`src/hdl/status_change_pkg.sv`:
```
// Contract
// - one change latch catches 1-to-0 state edges, the other 0-to-1 edges.
// - change latches clear at power-on, on being read and on clear-status.
// - a set mask bit whose change bit is captured sets the summary bit to 1.
// - with both masks all zero the summary bit never becomes 1.
// - both masks are zero after power-up, then hold what software writes.
// - state, latches and masks share one 16-bit layout; unused bits read 0.
// - low byte: high voltage 7, magnitude change 6, temp cal 5, operating 0.
// - report-printing reads 1 while a calibration report is being printed.
// - the output-stable bit is 1 once the output has output_stable within accuracy.
// - remote-control is 1 while the instrument is under remote control.
// - high-voltage is 1 while the programmed voltage is above 33 Volts.
// - magnitude change is 0 in the state word and sets the latches and the capture irq bits.
// - temporary-cal is 1 while unstored calibration constants are in use.
package status_change_pkg;

    // -----------------------------------------------------------------
    // register map (byte addresses)
    // -----------------------------------------------------------------
    localparam logic [7:0] OFS_STATE        = 8'h00;
    localparam logic [7:0] OFS_FALL_LATCH   = 8'h04;
    localparam logic [7:0] OFS_RISE_LATCH   = 8'h08;
    localparam logic [7:0] OFS_FALL_MASK    = 8'h0c;
    localparam logic [7:0] OFS_RISE_MASK    = 8'h10;
    localparam logic [7:0] OFS_IRQ_STATUS   = 8'h14;
    localparam logic [7:0] OFS_IRQ_MASK     = 8'h18;

    // -----------------------------------------------------------------
    // field positions of the shared 16-bit layout
    // -----------------------------------------------------------------
    localparam int BIT_REPORT_PRINTING = 12;
    localparam int BIT_OUTPUT_STABLE   = 11;
    localparam int BIT_REMOTE_CONTROL  = 10;
    localparam int BIT_HIGH_VOLTAGE    = 7;
    localparam int BIT_MAGNITUDE_CHG   = 6;
    localparam int BIT_TEMPORARY_CAL   = 5;
    localparam int BIT_OUTPUT_OUTPUT_OPERATING     = 0;

    // interrupt status bits
    localparam int IRQ_FALL_CAPTURE = 0;
    localparam int IRQ_RISE_CAPTURE = 1;
    localparam int IRQ_SUMMARY_RISE = 2;

    // -----------------------------------------------------------------
    // reset values and limits
    // -----------------------------------------------------------------
    localparam logic [15:0] RESET_WORD        = 16'h0000;
    localparam logic [2:0]  RESET_IRQ         = 3'h0;
    localparam logic [19:0] HIGH_VOLT_LIMIT_MV = 20'h080e8; // 33000 mV
    localparam logic [15:0] LAYOUT_MASK       = 16'h1ce1; // bits in use

    // -----------------------------------------------------------------
    // carriers
    // -----------------------------------------------------------------
    typedef struct packed {
        logic        psel;
        logic        penable;
        logic        pwrite;
        logic [7:0]  paddr;
        logic [31:0] pwdata;
    } apb_req_t;

    typedef struct packed {
        logic        report_printing;
        logic        output_stable;
        logic        remote_control;
        logic [19:0] programmed_mv;
        logic        magnitude_changed;
        logic        temporary_cal_in_use;
        logic        output_operating;
    } state_src_t;

endpackage

```
`src/hdl/instrument_status_change_regs.sv`:
```
`timescale 1ns/1ps
module instrument_status_change_regs (
    input  wire logic                          mclk,
    input  wire logic                          rst,
    input  wire status_change_pkg::apb_req_t   apb_req,
    output logic                               pready,
    output logic [31:0]                        prdata,
    output logic                               pslverr,
    input  wire status_change_pkg::state_src_t state_src,
    input  wire logic                          clear_status,
    output logic                               change_summary_bit,
    output logic                               irq
);

    // -----------------------------------------------------------------
    // state
    // -----------------------------------------------------------------
    logic [15:0] instrument_state;
    logic [15:0] falling_change_latch;
    logic [15:0] rising_change_latch;
    logic [15:0] falling_change_mask;
    logic [15:0] rising_change_mask;
    logic [2:0]  irq_status;
    logic [2:0]  irq_mask;

    // -----------------------------------------------------------------
    // live state word from the instrument
    // -----------------------------------------------------------------
    logic [15:0] live_state;
    logic        above_limit;

    assign above_limit = state_src.programmed_mv
                         > status_change_pkg::HIGH_VOLT_LIMIT_MV;

    // build the word; bits not named stay zero
    always_comb begin
        live_state = status_change_pkg::RESET_WORD;
        live_state[status_change_pkg::BIT_REPORT_PRINTING] =
            state_src.report_printing;
        live_state[status_change_pkg::BIT_OUTPUT_STABLE] =
            state_src.output_stable;
        live_state[status_change_pkg::BIT_REMOTE_CONTROL] =
            state_src.remote_control;
        live_state[status_change_pkg::BIT_HIGH_VOLTAGE] =
            above_limit;
        live_state[status_change_pkg::BIT_TEMPORARY_CAL] =
            state_src.temporary_cal_in_use;
        live_state[status_change_pkg::BIT_OUTPUT_OUTPUT_OPERATING] =
            state_src.output_operating;
        // magnitude change stays 0 here
    end

    // -----------------------------------------------------------------
    // edge capture
    // -----------------------------------------------------------------
    logic [15:0] mag_word;
    logic [15:0] fall_edges;
    logic [15:0] rise_edges;

    // magnitude change reaches the change latches and irq capture bits, not the state word
    assign mag_word = {9'h000, state_src.magnitude_changed, 6'h00};
    assign fall_edges = (instrument_state & ~live_state) | mag_word;
    assign rise_edges = (~instrument_state & live_state) | mag_word;

    // -----------------------------------------------------------------
    // apb decode
    // -----------------------------------------------------------------
    logic setup_phase;
    logic access_done;
    logic wr_done;
    logic rd_done;
    logic hit_state;
    logic hit_fall_latch;
    logic hit_rise_latch;
    logic hit_fall_mask;
    logic hit_rise_mask;
    logic hit_irq_status;
    logic hit_irq_mask;
    logic hit_any;

    assign setup_phase    = apb_req.psel & ~apb_req.penable;
    assign access_done    = apb_req.psel & apb_req.penable & pready;
    assign wr_done        = access_done & apb_req.pwrite;
    assign rd_done        = access_done & ~apb_req.pwrite;
    assign hit_state      = apb_req.paddr == status_change_pkg::OFS_STATE;
    assign hit_fall_latch = apb_req.paddr == status_change_pkg::OFS_FALL_LATCH;
    assign hit_rise_latch = apb_req.paddr == status_change_pkg::OFS_RISE_LATCH;
    assign hit_fall_mask  = apb_req.paddr == status_change_pkg::OFS_FALL_MASK;
    assign hit_rise_mask  = apb_req.paddr == status_change_pkg::OFS_RISE_MASK;
    assign hit_irq_status = apb_req.paddr == status_change_pkg::OFS_IRQ_STATUS;
    assign hit_irq_mask   = apb_req.paddr == status_change_pkg::OFS_IRQ_MASK;
    assign hit_any = hit_state | hit_fall_latch | hit_rise_latch
                   | hit_fall_mask | hit_rise_mask | hit_irq_status
                   | hit_irq_mask;

    // read mux, sampled in the setup cycle
    logic [31:0] read_word;

    assign read_word =
          hit_state      ? {16'h0000, instrument_state}
        : hit_fall_latch ? {16'h0000, falling_change_latch}
        : hit_rise_latch ? {16'h0000, rising_change_latch}
        : hit_fall_mask  ? {16'h0000, falling_change_mask}
        : hit_rise_mask  ? {16'h0000, rising_change_mask}
        : hit_irq_status ? {29'h0, irq_status}
        : hit_irq_mask   ? {29'h0, irq_mask}
        : 32'h0000_0000;

    // -----------------------------------------------------------------
    // next values
    // -----------------------------------------------------------------
    logic [15:0] keep_fall;
    logic [15:0] keep_rise;
    logic [2:0]  keep_irq;
    logic [15:0] next_falling_change_latch;
    logic [15:0] next_rising_change_latch;
    logic [15:0] next_falling_change_mask;
    logic [15:0] next_rising_change_mask;
    logic        next_summary;
    logic [2:0]  irq_events;
    logic [2:0]  next_irq_status;
    logic [2:0]  next_irq_mask;

    // a read clears only the bits it reported, so an edge caught after
    // the read data was taken waits for the next read
    assign keep_fall = clear_status ? status_change_pkg::RESET_WORD
        : (rd_done & hit_fall_latch) ? falling_change_latch & ~prdata[15:0]
        : falling_change_latch;
    assign keep_rise = clear_status ? status_change_pkg::RESET_WORD
        : (rd_done & hit_rise_latch) ? rising_change_latch & ~prdata[15:0]
        : rising_change_latch;

    // a new edge in the clearing cycle is kept
    assign next_falling_change_latch = keep_fall | fall_edges;
    assign next_rising_change_latch  = keep_rise | rise_edges;

    // only layout bits are stored, the rest read back as zero
    assign next_falling_change_mask = (wr_done & hit_fall_mask)
        ? apb_req.pwdata[15:0] & status_change_pkg::LAYOUT_MASK
        : falling_change_mask;
    assign next_rising_change_mask = (wr_done & hit_rise_mask)
        ? apb_req.pwdata[15:0] & status_change_pkg::LAYOUT_MASK
        : rising_change_mask;

    // summary follows the latch and mask values it will hold
    assign next_summary =
        |((next_falling_change_latch & next_falling_change_mask)
        | (next_rising_change_latch & next_rising_change_mask));

    assign irq_events = {next_summary & ~change_summary_bit,
                         |rise_edges, |fall_edges};

    // read clears, a same-cycle event wins
    assign keep_irq = (rd_done & hit_irq_status)
        ? irq_status & ~prdata[2:0] : irq_status;
    assign next_irq_status = keep_irq | irq_events;
    assign next_irq_mask = (wr_done & hit_irq_mask)
        ? apb_req.pwdata[2:0] : irq_mask;

    // -----------------------------------------------------------------
    // registers
    // -----------------------------------------------------------------

    // state word and change latches
    always_ff @(posedge mclk or posedge rst) begin
        if (rst) begin
            instrument_state     <= status_change_pkg::RESET_WORD;
            falling_change_latch <= status_change_pkg::RESET_WORD;
            rising_change_latch  <= status_change_pkg::RESET_WORD;
        end else begin
            instrument_state     <= live_state;
            falling_change_latch <= next_falling_change_latch;
            rising_change_latch  <= next_rising_change_latch;
        end
    end

    // masks and summary
    always_ff @(posedge mclk or posedge rst) begin
        if (rst) begin
            falling_change_mask <= status_change_pkg::RESET_WORD;
            rising_change_mask  <= status_change_pkg::RESET_WORD;
            change_summary_bit  <= 1'b0;
        end else begin
            falling_change_mask <= next_falling_change_mask;
            rising_change_mask  <= next_rising_change_mask;
            change_summary_bit  <= next_summary;
        end
    end

    // interrupt status, mask and line
    always_ff @(posedge mclk or posedge rst) begin
        if (rst) begin
            irq_status <= status_change_pkg::RESET_IRQ;
            irq_mask   <= status_change_pkg::RESET_IRQ;
            irq        <= 1'b0;
        end else begin
            irq_status <= next_irq_status;
            irq_mask   <= next_irq_mask;
            irq        <= |(next_irq_status & next_irq_mask);
        end
    end

    // apb answer: one wait-free access phase after each setup
    always_ff @(posedge mclk or posedge rst) begin
        if (rst) begin
            pready  <= 1'b0;
            prdata  <= 32'h0000_0000;
            pslverr <= 1'b0;
        end else begin
            pready  <= setup_phase;
            prdata  <= setup_phase ? read_word : 32'h0000_0000;
            pslverr <= setup_phase & ~hit_any;
        end
    end

endmodule

```
`config.mk`:
```
export PLATFORM = sky130hd
export DESIGN_NAME = instrument_status_change_regs
export DESIGN_NICKNAME = d
export VERILOG_FILES = /design/src/hdl/status_change_pkg.sv /design/src/hdl/instrument_status_change_regs.sv
export SDC_FILE = /design/constraint.sdc
export NUM_CORES = 1
export LEC_CHECK = 0
export ABC_AREA = 0
export BUFFER_PORTS_ARGS = -buffer_cell sky130_fd_sc_hd__buf_4
export CAP_MARGIN = 30
export CORE_ASPECT_RATIO = 0.7
export CORE_MARGIN = 2
export CORE_UTILIZATION = 49
export CTS_CLUSTER_SIZE = 28
export DETAILED_ROUTE_END_ITERATION = 8
export PLACE_DENSITY = 0.77
export SLEW_MARGIN = 20
export SYNTH_ARGS = -nofsm -noshare
export SYNTH_HDL_FRONTEND = slang
export SYNTH_SLANG_ARGS = --single-unit
export TNS_END_PERCENT = 100
```
`constraint.sdc`:
```
create_clock -name mclk -period 2.9 [get_ports mclk]
set_input_delay 0.58 -clock mclk [delete_from_list [all_inputs] [get_ports mclk]]
set_output_delay 0.58 -clock mclk [all_outputs]
set_load 0.01 [all_outputs]
```
==> impl_metrics.py <==
metrics = {
    "power": {
        "p_leak_nw": 2.78,
        "p_per_area_nw_per_um2": 474,
        "swShare_pct": 23.2,
        "power.total_mw": 2.77,
        "p_seq_share_pct": 50.0,
        "p_int_mw": 2.13,
        "clkPwrFrac_pct": 41.9,
        "combPwrFrac_pct": 8.2,
        "ir_drop_uv": 289,
        "switching_power_uw": 644,
    },
    "logic_synthesis": {
        "synth-seq-cells": 96,
        "ys.flop_type": "dfrtp_1",
        "ys_types": 61,
        "yosys_warnings": 0,
        "synth_edf_count": 0,
        "netlist_area_um2": 4590,
        "postSynthAreaPerCell_um2": 10.3,
        "synth-async-reset-ratio_pct": 100,
        "seq_area_frac_synth_pct": 52.3,
        "synth_cells": 445,
    },
    "detailed_routing": {
        "wl_per_cell_um": 20.5,
        "drc": 0,
        "drt-initial-drc-count": 471,
        "num_vias": 4195,
        "totalWireLength_um": 14100,
        "routed_via_density": 6.09,
        "dr.pass1.iters": 6,
        "antenna_left": 0,
    },
    "floorplan": {
        "core-area_um2": 9070,
        "pin_count": 108,
        "die-area_um2": 10200,
        "die_h_um": 85.0,
        "die_width_um": 120,
        "start_util_pct": 50.6,
        "rows": 29,
    },
    "worst_hold_path": {
        "hold_path.class": "in2reg",
    },
    "worst_setup_path": {
        "cp_max_fo": 7,
        "start_kind": "input port",
        "cpPeakStageDelay_ns": 0.46,
        "critPathCaptureType": "register",
        "crit_type": "in2reg",
        "crit_slowest_cell": "a2111oi_2",
        "critPathTopFamily": "compound AO/OA/AOI/OAI gates",
        "cp_data_required_time_ns": 3.12,
        "crit_chain": "buf_4 -> nor4_4 -> buf_4 -> nand4_1 -> a32o_1 -> a22o_1 -> a2111oi_2 -> nand4b_1 -> nor3_2 -> buf_4 -> o31ai_1",
        "cp.arrival_ns": 3.00,
        "cpMostUsedCell": "buf_4",
        "cp.buffers_inverters": 3,
    },
    "sta": {
        "setup_ws_ns": 0.124,
        "slew_viol_final": 0,
        "finalCriticalPeriod_ns": 2.78,
        "fin_setup_tns_ns": 0,
        "skew_ns": 0.00623,
        "rsz0062_at_grt": "false",
        "max_freq_mhz": 360,
        "final-setup-viol-count": 0,
        "relSlewSlack_pct": 49.9,
        "worst_pin_slew_ns": 0.751,
        "hold_viol": 0,
        "fin_crit_sh_pct": 95.7,
    },
    "run_status": {
        "status": "finished, final reports clean",
    },
    "finish": {
        "final_net_count": 632,
        "mostFrequentLayoutCells": "buf_4 (128), dfrtp_1 (96), nand2_1 (52), a22oi_1 (35), a21oi_1 (22)",
        "drive_gt1_share_pct": 29.4,
        "final_common_cell": "buf_4",
        "antenna-diode-count": 0,
        "final.fill_count": 733,
        "fin_cells": 689,
        "syn_to_final_growth_pct": 27.4,
    },
    "clocking": {
        "post_cts_resized": 0,
        "clock_sinks": 96,
        "cts_buffers": 9,
        "htreeDepth": 3,
        "cts_tree": "done",
        "clk_pin_slew_worst_paths_ns": 0.06,
        "postCtsSetupBuffers": 0,
        "postCtsHoldBufs": 0,
        "cts.path.max_buffers": 2,
        "cts_root_buffer": "clkbuf_16",
        "insertion_delay_ns": 0.35,
    },
    "global_routing": {
        "grt_pass1_vias": 4197,
        "grt_max_degree": 34,
        "grt_usage_pct": 28.9,
        "grt_pass1_wl_um": 22200,
        "antenna_found_initial": 0,
        "overflow": 0,
    },
    "flow_run": {
        "max_cap_viol_count": 0,
    },
    "placement": {
        "dp.cells": 673,
        "dp_slack_ns": -0.234,
        "gp_congestion": 0.912,
        "port_buffers": 68,
        "dpl.hpwl_um": 10400,
    },
}
-- registers in the layout, indices dropped and copies added (netlist names) --
name	cells
falling_change_latch	16
falling_change_mask	16
prdata	16
rising_change_latch	16
rising_change_mask	16
instrument_state	6
irq_mask	3
irq_status	3
change_summary_bit	1
irq	1
pready	1
pslverr	1
-- cell families after synthesis --
logic type	count (synthesis)	synth area share (%)
AND/OR/NAND/NOR	161	19.9
AO/OA/AOI/OAI	118	19.0
flip-flops	96	52.3
buffers and inverters	60	6.54
multiplexers	9	2.18
other	1	0.0817
-- per-layer routing --
layer / share of wire, % / up-vias / track usage [%]
met4: 1.5 / 0 / 9.20
met5: 0 / - / 0
met2: 45 / 282 / 44.6
met3: 13 / 26 / 9.34
li1: - / 1842 / -
met1: 41 / 2045 / 39.1
-- through the flow --
step                utilization (%)  hold WS, ns  cell area (µm²)
floorplan                         -        0.462             4650
global placement               61.3        0.468             5560
detailed placement             61.3        0.479             5560
CTS                            64.4        0.341             5840
global route                   64.5        0.341             5850
finish                         64.5        0.345             5850
-- power by group through the flow --
stage	Combinational (mW)	Sequential, mW	Clock, mW
floorplan	0.114	1.41	0
global placement	0.217	1.41	0
detailed placement	0.223	1.41	0
CTS	0.224	1.39	1.17
global route	0.245	1.39	1.22
finish	0.226	1.39	1.16
-- path summary, 6_finish.rpt --
kind	from	to	slack (ns)	depth (start not counted)
max in group asynchronous	rst	prdata[3]	1.74	3
setup reg to reg	pready	irq	0.24	10
setup / recovery	apb_req[38]	irq	0.12	11
min in group asynchronous	rst	rising_change_mask[11]	0.36	2
hold reg to reg	change_summary_bit	irq_status[2]	0.49	1
hold / removal	state_src[24]	instrument_state[11]	0.35	1
-- layout make-up --
type	instances	area, µm²	area share (%)
well taps	124	155	2.65
flip-flops and latches	96	2400	41.1
multi-input cells	304	1950	33.3
clock buffers	12	236	4.04
repair buffers	129	981	16.8
clock inverters	4	45.0	0.770
inverters	20	78.8	1.35
-- cells in the mapped netlist (4+ instances only) --
master    count  area share, %
dfrtp_1      96             52
nand2_1      52            4.3
a22oi_1      35            5.7
a21oi_1      22            2.4
inv_1        20            1.6
and2_1       17            2.3
buf_4        16            2.6
nor2_1       16            1.3
clkbuf_1     15            1.2
nand3_1      12            1.3
nand4_1      12            1.6
and3_1       11            1.5
nand2b_1     11            1.5
mux2_2        8            2.0
a211oi_1      7            1.1
a31oi_1       7           0.95
buf_2         6           0.65
o21ai_0       6           0.65
a311oi_1      5           0.95
a41oi_1       5           0.95
a22o_1        4           0.76
a32o_1        4           0.87
nor4_1        4           0.55
Power figures use the tool's default switching activity.
